--- config.mk ---
export PLATFORM = sky130hd
export DESIGN_NAME = buffer_alternation
export DESIGN_NICKNAME = d
export VERILOG_FILES = /design/src/alt_pkg.sv /design/src/buffer_alternation.sv /design/src/desc_mem.sv
export SDC_FILE = /design/constraint.sdc
export NUM_CORES = 2
export LEC_CHECK = 0
export BUFFER_PORTS_ARGS = -buffer_cell sky130_fd_sc_hd__buf_2
export CAP_MARGIN = 20
export CORE_AREA = 5 5 329 653
export DETAILED_ROUTE_END_ITERATION = 8
export DIE_AREA = 0 0 334 658
export PLACE_DENSITY = 0.61
export SLEW_MARGIN = 0
export SYNTH_ARGS = -nofsm -noshare
export SYNTH_HDL_FRONTEND = slang
export SYNTH_SLANG_ARGS = --single-unit
--- constraint.sdc ---
create_clock -name SYS_CLK_IN -period 19.31 [get_ports SYS_CLK_IN]
set_clock_uncertainty 0.05 [all_clocks]
set_input_delay 3.862 -clock SYS_CLK_IN [delete_from_list [all_inputs] [get_ports SYS_CLK_IN]]
set_output_delay 3.862 -clock SYS_CLK_IN [all_outputs]
set_load 0.01 [all_outputs]
--- src/alt_pkg.sv ---
/*
  constants, offsets and types for the buffer alternation block.
  assumes a 20 MHz system clock and a 32-bit APB register bus.
*/
package alt_pkg;
  // ****************************************
  // register offsets
  // ****************************************
  localparam logic [7:0] CTRL_OFS = 8'h00;
  localparam logic [7:0] STAT_OFS = 8'h04;
  localparam logic [7:0] DIDX_OFS = 8'h08;
  localparam logic [7:0] DDAT_OFS = 8'h0C;
  // ****************************************
  // field positions and reset values
  // ****************************************
  localparam int RUN_BIT = 15;
  localparam int ACK_BIT = 9;
  localparam int CIRC_BIT = 8;
  localparam int ALT_EN_BIT = 2;
  localparam int DESC_BUF_BIT = 2;
  localparam logic [15:0] CTRL_RST = 16'h0000;
  localparam logic [15:0] CTRL_WMASK = 16'hFDFF;
  localparam logic [15:0] BUF_FLIP_MASK = 16'h0004;
  localparam logic [6:0] DIDX_RST = 7'h00;
  // ****************************************
  // timing
  // ****************************************
  localparam int CLK_MHZ = 20;
  localparam int COPY_PERIOD_US = 16;
  localparam int COPY_CYCLES = COPY_PERIOD_US * CLK_MHZ;
  localparam int ACK_LIMIT_US = 32;
  localparam int ACK_LIMIT_CYCLES = ACK_LIMIT_US * CLK_MHZ;
  localparam int WB_DELAY_CYCLES = 4;
  localparam logic [8:0] COPY_LAST = 9'(COPY_CYCLES - 1);
  localparam logic [2:0] WB_LAST = 3'(WB_DELAY_CYCLES - 1);
  // ****************************************
  // sizes and types
  // ****************************************
  localparam int DESC_AW = 7;
  localparam int DESC_DW = 16;
  typedef enum {M_IDLE, M_RD, M_BUSY} msg_state_t;
endpackage : alt_pkg

--- src/buffer_alternation.sv ---
/*
  buffer alternation and enable/disable handshake with APB registers.
  assumes the message processor runs on SYS_CLK_IN and gives start/end pulses.
*/
// Design decisions made here: the register offsets and the APB register port.
module buffer_alternation
  import alt_pkg::*;
(
  input wire logic SYS_CLK_IN,
  input wire logic RST_B_IN,
  input wire logic PSEL_IN,
  input wire logic PENABLE_IN,
  input wire logic PWRITE_IN,
  input wire logic [7:0] PADDR_IN,
  input wire logic [31:0] PWDATA_IN,
  input wire logic MSG_START_IN,
  input wire logic MSG_MODE_IN,
  input wire logic MSG_TX_IN,
  input wire logic [4:0] MSG_SA_IN,
  input wire logic MSG_END_IN,
  output logic [31:0] PRDATA_OUT,
  output logic PREADY_OUT,
  output logic PSLVERR_OUT,
  output logic SEL_VALID_OUT,
  output logic BUF_SEL_OUT,
  output logic BUF_READ_OUT
);
  // ****************************************
  // declarations
  // ****************************************
  logic [15:0] ctrl;
  logic ack;
  logic [6:0] desc_idx;
  logic [8:0] div_cnt;
  logic copy_due;
  logic copy_win;
  logic [2:0] wb_cnt;
  logic snap_en;
  logic snap_run;
  logic snap_circ;
  logic copy_fire;
  logic wb_fire;
  logic alt_now;
  msg_state_t m_state;
  logic [6:0] msg_idx;
  logic msg_tx;
  logic mem_re;
  logic mem_we;
  logic [DESC_AW-1:0] mem_addr;
  logic [DESC_DW-1:0] mem_wdata;
  logic [DESC_DW-1:0] mem_rdata;
  logic apb_go;
  logic apb_rd_wait;
  logic mem_free;
  logic apb_mem;
  logic wr_ctrl;
  logic [15:0] ctrl_view;

  function automatic logic is_circ(input logic [15:0] c);
    is_circ = c[CIRC_BIT];
  endfunction : is_circ

  assign apb_go = PSEL_IN && PENABLE_IN && !PREADY_OUT;
  assign wr_ctrl = apb_go && PWRITE_IN && (PADDR_IN == CTRL_OFS);
  assign alt_now = ack && ctrl[RUN_BIT] && !is_circ(ctrl);
  assign copy_fire = copy_due && !copy_win && (m_state == M_IDLE) && !MSG_START_IN;
  assign wb_fire = copy_win && (wb_cnt == WB_LAST);
  assign mem_free = !((m_state == M_IDLE) && MSG_START_IN) && (m_state != M_RD);
  assign apb_mem = apb_go && (PADDR_IN == DDAT_OFS) && !apb_rd_wait && mem_free;
  assign ctrl_view = {ctrl[15:10], ack, ctrl[8:0]};

  // ****************************************
  // control register
  // ****************************************
  always_ff @(posedge SYS_CLK_IN or negedge RST_B_IN) begin
    if (!RST_B_IN) begin
      ctrl <= CTRL_RST;
    end else begin
      if (wr_ctrl) begin
        ctrl <= PWDATA_IN[15:0] & CTRL_WMASK;
      end
      if (wb_fire) begin
        ctrl[ALT_EN_BIT] <= snap_en;
      end
    end
  end

  always_ff @(posedge SYS_CLK_IN or negedge RST_B_IN) begin
    if (!RST_B_IN) begin
      desc_idx <= DIDX_RST;
    end else if (apb_go && PWRITE_IN && (PADDR_IN == DIDX_OFS)) begin
      desc_idx <= PWDATA_IN[6:0];
    end
  end

  // ****************************************
  // copy point divider
  // ****************************************
  always_ff @(posedge SYS_CLK_IN or negedge RST_B_IN) begin
    if (!RST_B_IN) begin
      div_cnt <= 9'h000;
      copy_due <= 1'b0;
    end else begin
      if (div_cnt == COPY_LAST) begin
        div_cnt <= 9'h000;
      end else begin
        div_cnt <= div_cnt + 9'h001;
      end
      if (div_cnt == COPY_LAST) begin
        copy_due <= 1'b1;
      end else if (copy_fire) begin
        copy_due <= 1'b0;
      end
    end
  end

  // ****************************************
  // snapshot and write back
  // ****************************************
  always_ff @(posedge SYS_CLK_IN or negedge RST_B_IN) begin
    if (!RST_B_IN) begin
      copy_win <= 1'b0;
      wb_cnt <= 3'h0;
      snap_en <= 1'b0;
      snap_run <= 1'b0;
      snap_circ <= 1'b0;
    end else if (copy_fire) begin
      copy_win <= 1'b1;
      wb_cnt <= 3'h0;
      snap_en <= ctrl[ALT_EN_BIT];
      snap_run <= ctrl[RUN_BIT];
      snap_circ <= is_circ(ctrl);
    end else if (wb_fire) begin
      copy_win <= 1'b0;
    end else if (copy_win) begin
      wb_cnt <= wb_cnt + 3'h1;
    end
  end

  always_ff @(posedge SYS_CLK_IN or negedge RST_B_IN) begin
    if (!RST_B_IN) begin
      ack <= 1'b0;
    end else if (wb_fire) begin
      ack <= snap_en && snap_run && !snap_circ;
    end
  end

  // ****************************************
  // message sequencing
  // ****************************************
  always_ff @(posedge SYS_CLK_IN or negedge RST_B_IN) begin
    if (!RST_B_IN) begin
      m_state <= M_IDLE;
      msg_idx <= 7'h00;
      msg_tx <= 1'b0;
    end else begin
      unique case (m_state)
        M_IDLE: begin
          if (MSG_START_IN) begin
            msg_idx <= {MSG_MODE_IN, MSG_TX_IN, MSG_SA_IN};
            msg_tx <= MSG_TX_IN;
            m_state <= M_RD;
          end
        end
        M_RD: begin
          m_state <= M_BUSY;
        end
        M_BUSY: begin
          if (MSG_END_IN) begin
            m_state <= M_IDLE;
          end
        end
      endcase
    end
  end

  always_ff @(posedge SYS_CLK_IN or negedge RST_B_IN) begin
    if (!RST_B_IN) begin
      SEL_VALID_OUT <= 1'b0;
      BUF_SEL_OUT <= 1'b0;
      BUF_READ_OUT <= 1'b0;
    end else begin
      SEL_VALID_OUT <= (m_state == M_RD);
      if (m_state == M_RD) begin
        BUF_SEL_OUT <= mem_rdata[DESC_BUF_BIT];
        BUF_READ_OUT <= msg_tx;
      end
    end
  end

  // ****************************************
  // descriptor memory port
  // ****************************************
  always_comb begin
    mem_re = 1'b0;
    mem_we = 1'b0;
    mem_addr = desc_idx;
    mem_wdata = PWDATA_IN[15:0];
    if ((m_state == M_IDLE) && MSG_START_IN) begin
      mem_re = 1'b1;
      mem_addr = {MSG_MODE_IN, MSG_TX_IN, MSG_SA_IN};
    end else if (m_state == M_RD) begin
      mem_addr = msg_idx;
      mem_we = alt_now;
      mem_wdata = mem_rdata ^ BUF_FLIP_MASK;
    end else if (apb_mem) begin
      mem_we = PWRITE_IN;
      mem_re = !PWRITE_IN;
    end
  end

  desc_mem u_desc_mem (
    .clk_in(SYS_CLK_IN),
    .rst_b_in(RST_B_IN),
    .re_in(mem_re),
    .we_in(mem_we),
    .addr_in(mem_addr),
    .wdata_in(mem_wdata),
    .rdata_out(mem_rdata)
  );

  // ****************************************
  // apb slave
  // ****************************************
  always_ff @(posedge SYS_CLK_IN or negedge RST_B_IN) begin
    if (!RST_B_IN) begin
      PREADY_OUT <= 1'b0;
      PSLVERR_OUT <= 1'b0;
      PRDATA_OUT <= 32'h00000000;
      apb_rd_wait <= 1'b0;
    end else begin
      PREADY_OUT <= 1'b0;
      PSLVERR_OUT <= 1'b0;
      if (apb_rd_wait) begin
        apb_rd_wait <= 1'b0;
        PREADY_OUT <= 1'b1;
        PRDATA_OUT <= {16'h0000, mem_rdata};
      end else if (apb_go) begin
        unique case (PADDR_IN)
          CTRL_OFS: begin
            PREADY_OUT <= 1'b1;
            PRDATA_OUT <= {16'h0000, ctrl_view};
          end
          STAT_OFS: begin
            PREADY_OUT <= 1'b1;
            PRDATA_OUT <= {29'h00000000, copy_win, alt_now, m_state != M_IDLE};
          end
          DIDX_OFS: begin
            PREADY_OUT <= 1'b1;
            PRDATA_OUT <= {25'h0000000, desc_idx};
          end
          DDAT_OFS: begin
            if (mem_free) begin
              PREADY_OUT <= PWRITE_IN;
              apb_rd_wait <= !PWRITE_IN;
            end
          end
          default: begin
            PREADY_OUT <= 1'b1;
            PSLVERR_OUT <= 1'b1;
            PRDATA_OUT <= 32'h00000000;
          end
        endcase
      end
    end
  end

  // ****************************************
  // checks
  // ****************************************
  logic [9:0] lag_cnt;
  always_ff @(posedge SYS_CLK_IN or negedge RST_B_IN) begin
    if (!RST_B_IN) begin
      lag_cnt <= 10'h000;
    end else if ((m_state != M_IDLE) ||
                 (ack == (ctrl[ALT_EN_BIT] && ctrl[RUN_BIT] && !is_circ(ctrl)))) begin
      lag_cnt <= 10'h000;
    end else begin
      lag_cnt <= lag_cnt + 10'h001;
    end
  end
endmodule : buffer_alternation

--- src/desc_mem.sv ---
/*
  descriptor control word memory, one word per subaddress or mode code and direction.
  assumes one user per cycle; read data registered, held between reads.
*/
module desc_mem
  import alt_pkg::*;
(
  input wire logic clk_in,
  input wire logic rst_b_in,
  input wire logic re_in,
  input wire logic we_in,
  input wire logic [DESC_AW-1:0] addr_in,
  input wire logic [DESC_DW-1:0] wdata_in,
  output logic [DESC_DW-1:0] rdata_out
);
  // ****************************************
  // storage
  // ****************************************
  logic [DESC_DW-1:0] mem [0:(1<<DESC_AW)-1];

  always_ff @(posedge clk_in) begin
    if (we_in) begin
      mem[addr_in] <= wdata_in;
    end
  end

  always_ff @(posedge clk_in or negedge rst_b_in) begin
    if (!rst_b_in) begin
      rdata_out <= 16'h0000;
    end else if (re_in) begin
      rdata_out <= mem[addr_in];
    end
  end
endmodule : desc_mem

Word-level counts from Yosys, hierarchy flattened --
Memories as Yosys holds them, arrays and structs flattened. A register that Yosys moved wholly into a read port is not among the register bits. Cells that the tools add are included.
Operators by class: bitwise operators 1, mux-type cells 39, eq/ne operators 13, reductions and logical operators 41, add/subtract/negate cells 2
Operator list (number):
- 32-bit 2-to-1 mux | 4
- 32-bit one-hot mux with 4 select lines | 1
- 32-bit one-hot mux with 3 select lines | 1
- 32-bit by 2-bit == test with 1-bit output, second input constant | 2
- 32-bit logical NOT | 2
- 32-bit by 1-bit == test with 1-bit output, second input constant | 1
- 16-bit 2-to-1 mux | 2
- 32-bit by 2-bit != test with 1-bit output, second input constant | 1
- 32-bit nonzero test | 1
- 1-bit 2-to-1 mux | 24
- 1-bit logical AND | 18
- 8-bit by 4-bit == test with 1-bit output, second input constant | 2
- 7-bit 2-to-1 mux | 2
- 3-bit 2-to-1 mux | 4
- 2-bit nonzero test | 5
- 9-bit by 1-bit adder with 9-bit output, second input constant | 1
- 9-bit == test, second input constant | 1
- 1-bit logical NOT | 9
- 9-bit 2-to-1 mux | 1
- 8-bit by 3-bit == test with 1-bit output, second input constant | 1
- 8-bit logical NOT | 1
- 2-bit != test, second input constant | 4
- 2-bit AND reduction | 4
- 4-bit OR reduction | 1
- other kinds (3) | 3
Storage, ports and cells: input port bits 54, memory bits (writable) 2048, output and inout bits 37, memories 1, register bits after elaboration 118
Memories:
- u_desc_mem.mem | depth 128, bits a word 16, rd ports 1, clocked after Yosys merged registers in 1, write ports 1, RTL line desc_mem.sv:19 | logic [DESC_DW-1:0] mem [0:(1<<DESC_AW)-1];

Longest topological paths before layout --
depth in word-level cells 10, gate-level depth with buffers 17, depth with buffers taken out 11

By module --
Synthesis repeated with hierarchy kept, for this count alone.
Unflattened totals: cells, all modules 4712, area, all modules 83284.9 µm²
By module, submodules not included:
- desc_mem | cells each 4414, area an instance 79711.4 µm², seq. area each 61899.4 µm², instances 1
- buffer_alternation | cells each 298, area an instance 3573.4 µm², seq. area each 1776.7 µm², instances 1

Worst setup path after synthesis --
OpenSTA, ideal clock, no wires.
kind input-to-reg, start point input port MSG_START_IN, end point memory u_desc_mem.mem[0][2] (data pin), data required time 18.063 ns, arrival 9.565 ns, path buffers 2, setup time 1.197 ns, slack 8.498 ns, cell stages on the path 5, cell sequence nand2_1 clkbuf_1 nand2_1 clkbuf_1 o21ai_0
Between the ends: cells in the longest elaborated chain, start to end 2
Ends and longest elaborated chain:
- start: declaration | RTL line buffer_alternation.sv:16 | input wire logic MSG_START_IN,
- 1-bit logical AND | RTL line buffer_alternation.sv:199 | if ((m_state == M_IDLE) && MSG_START_IN) begin
- 16-bit 2-to-1 mux | RTL line buffer_alternation.sv:199
- net mem_wdata[2] | RTL line buffer_alternation.sv:50 | logic [DESC_DW-1:0] mem_wdata;
- end: declaration | RTL line desc_mem.sv:19
The timed path passes the listed nets, and every way through them passes these cells.

Final worst setup path --
start point input port MSG_START_IN, end point register u_desc_mem.rdata_out[10], read port of u_desc_mem.mem
Between the ends: cells in the longest elaborated chain, start to end 7, elaborated cells on any way between the ends 8, classes of those cells mux (4); reduce/logical (4)
Ends and longest elaborated chain:
- 1-bit logical AND * | RTL line buffer_alternation.sv:68, buffer_alternation.sv:199
- 1-bit logical NOT | RTL line buffer_alternation.sv:68 | assign mem_free = !((m_state == M_IDLE) && MSG_START_IN) && (m_state != M_RD);
- 1-bit logical AND | RTL line buffer_alternation.sv:68
- 1-bit logical AND | RTL line buffer_alternation.sv:69 | assign apb_mem = apb_go && (PADDR_IN == DDAT_OFS) && !apb_rd_wait && mem_free;
- 1-bit 2-to-1 mux | RTL line buffer_alternation.sv:206 | end else if (apb_mem) begin
- 1-bit 2-to-1 mux | RTL line buffer_alternation.sv:202 | end else if (m_state == M_RD) begin
- 1-bit 2-to-1 mux | RTL line buffer_alternation.sv:199
- end: declaration | RTL line desc_mem.sv:14 | output logic [DESC_DW-1:0] rdata_out
Mark *: on every way between the ends. The rest lies on a longest branch, timed or not. A chain may end at the register's enable or synchronous reset.

==> results.ini <==
[placed_design]
io_buffer_count = 58
place_congestion = 0.852
dp_hpwl_um = 151000

[drt]
vias_per_cell = 5.89
vias = 45800
drc = 0
wl_um = 246000
drt_iter0_drc = 5036
first_pass_iters = 5
final_antenna_net_count = 0
wire_per_inst_um = 31.7

[worst_setup_path]
ff2ff_setup_slack_ns = 12.28
required_ns = 19.94
crit_type = input port to flop
startpoint = MSG_START_IN
crit_arrival_ns = 9.87
start_kind = input port
worstSetupEndpointType = flop
r2r-start = m_state[1]
reg2reg_depth = 14
r2r_end = u_desc_mem.rdata_out[10]
crit_path_max_fanout = 108

[power_and_ir_drop]
p_leak_nw = 30.0
power_mw = 13.8
ir_drop_uv = 193
cellPowerDensity_nw_per_um2 = 149

[global_route]
grt_usage = 0.218
grt_pass1_wl_um = 345000
gr-total-overflow = 0
grt_pass1_vias = 45500
busiest_layer = met2
use_met2 = 0.375
met3_usage = 0.0295
use_met1 = 0.251
grt_max_degree = 109
antenna_found_initial = 5

[clock_tree]
clkTransAtPathRegs_ns = 0.07
root_buffer = clkbuf_16
cts_made_buffers = 175
htreeDepth = 4
cts_max_path_buffers = 4
clock_latency_ns = 0.82
ctsResizeCount = 0
cts_setup_buffers = 0
cts_hold_buffers = 0
cts_tree = built
clock-sinks = 2135

[logic_synthesis]
yosys.area.top_type_share = 0.741
synth-edff-count = 2048
syn_avg_cell_area_um2 = 17.8
ys_seq_elements = 2135
synth_flop_cell = edfxtp_1
yosys.cell_types.count = 61
yosysTopAreaCell = edfxtp_1
yosys_warnings = 0
yosys-top-cells-area = edfxtp_1 74%, mux4_2 9.5%, nand2_1 3.1%, dfrtp_1 2.6%, nand3_1 1.5%
synth_area_um2 = 83000
ys_seq_area_frac = 0.767
syn_inst = 4670
async_flop_share = 0.0407

[timing]
fmax_ghz = 0.108
fin_crit_sh = 0.478
tightest_slew_ns = 1.23
drv_slew = 0
fin_crit_ns = 9.24
setup_tns_ns = 0
setup_viol = 0
hold_viol_final = 0
rsz0062_at_grt = no
slew_headroom = 0.176

[job]
cap_violations = 0

[floorplan]
dieArea_um2 = 220000
chipWidth_um = 334
initial_utilization = 0.396
coreArea_um2 = 210000
io_pins = 91
fp.dieH_um = 658
rows = 238

[layout]
final_common_cell = edfxtp_1
syn_to_final_growth_pct = 11.9
drive_gt1_frac = 0.195
multi_input_area_um2 = 18100
n_fill_cell = 18100
fin_nets = 4942
final_cell_mix = 2048 x edfxtp_1, 670 x nand2_1, 351 x mux4_2
ff_latch_area_um2 = 63700
postLayoutCoreUtil = 0.443

[run_status]
status = complete, no violations

[min_path]
min-delay-start = div_cnt[4]
min_path_type = flop to flop
hold_path_depth = 1
hold_end = div_cnt[4]

-- report_power, final --
group / switching, mW / leakage [nW] / internal, mW
combinational: 3.27 / 7.87 / 1.22
sequential: 0.0334 / 19.6 / 5.83
clock: 1.61 / 2.60 / 1.86
total: 4.91 / 30.0 / 8.92
-- how the worst max path moves through the flow --
stage | end | slack [ns] | depth (start not counted)
final | u_desc_mem.rdata_out[10] | 10.07 | 12
after global routing | u_desc_mem.rdata_out[10] | 9.76 | 12
after CTS | u_desc_mem.rdata_out[10] | 9.99 | 12
after detailed placement | u_desc_mem.rdata_out[10] | 9.13 | 12
after global placement | u_desc_mem.rdata_out[10] | 9.21 | 12
after floorplan | u_desc_mem.mem[0][2] | 8.50 | 5
-- kinds of logic after synthesis --
| kind of cell | after synthesis | synth area share |
|---|---|---|
| xor+xnor | 6 | 0.000633 |
| simple gates | 1221 | 0.0617 |
| buf+inv | 302 | 0.0190 |
| mux | 439 | 0.106 |
| fa+ha+maj | 6 | 0.000904 |
| flops | 2135 | 0.767 |
| other cells | 1 | 0.0000452 |
| compound gates | 560 | 0.0448 |
-- synth_stat cells (all sizes together) (3+ instances only) --
master,count
o211ai,12
edfxtp,2048
a31oi,47
or3,4
a221o,5
a31o,4
a2111oi,3
a221oi,31
a32oi,23
dfrtp,87
nor2b,3
xnor2,3
nor3,19
o21ai,68
o2111ai,7
nor3b,3
buf,206
mux4,351
ha,6
nand2,682
nand4,29
xor2,3
and3,12
a32o,3
mux2i,62
o32a,3
a311oi,6
clkbuf,84
a211oi,20
nor2,198
o22ai,15
nand3,257
o21a,8
a22o,17
a21oi,163
inv,12
nor4,5
a22oi,113
mux2,26
-- state kept, by name, indices dropped and copies added (netlist names), 2 cells and up --
| name | count |
|---|---|
| u_desc_mem.rdata_out | 16 |
| ctrl | 15 |
| div_cnt | 9 |
| u_desc_mem.mem | 2048 |
| msg_idx | 7 |
| m_state | 2 |
| wb_cnt | 3 |
| PRDATA_OUT | 16 |
| desc_idx | 7 |
-- routing by layer --
layer | vias to the layer above | part of all wire | wire [um]
met5 | - | 0 | 0
li1 | 18900 | - | -
met3 | 565 | 0.068 | 16800
met1 | 24100 | 0.34 | 83700
met2 | 2206 | 0.50 | 124000
met4 | 0 | 0.087 | 21500
-- final cells by class --
cell class | count | area share
flip-flops and latches | 2135 | 0.685
multi-input cells | 2248 | 0.195
clock buffers | 226 | 0.0501
well taps | 2760 | 0.0372
repair buffers | 310 | 0.0246
clock inverters | 78 | 0.00740
inverters | 12 | 0.000485
diodes | 4 | 0.000108
-- metrics by stage --
step / cells / area (um^2) / hold WS, ns / setup WS [ns]
floorplan: 4685 / 83100 / 0.385 / 8.50
finish: 7773 / 93000 / 0.418 / 10.07
detailed placement: 7461 / 87600 / 0.411 / 9.13
global placement: 7460 / 87500 / 0.409 / 9.21
CTS: 7765 / 92900 / 0.426 / 9.99
global route: 7770 / 92900 / 0.456 / 9.76
-- worst max-delay path, stage by stage --
cell	delay (ns)
buf_2	0.25
and3b_1	0.29
a21o_4	0.63
buf_12	0.56
buf_4	0.65
buf_4	0.72
mux4_2	0.59
a22o_1	0.29
a221oi_1	0.79
a31oi_1	0.40
o32ai_1	0.54
nand2_1	0.10
(Power assumes the default switching activity.)
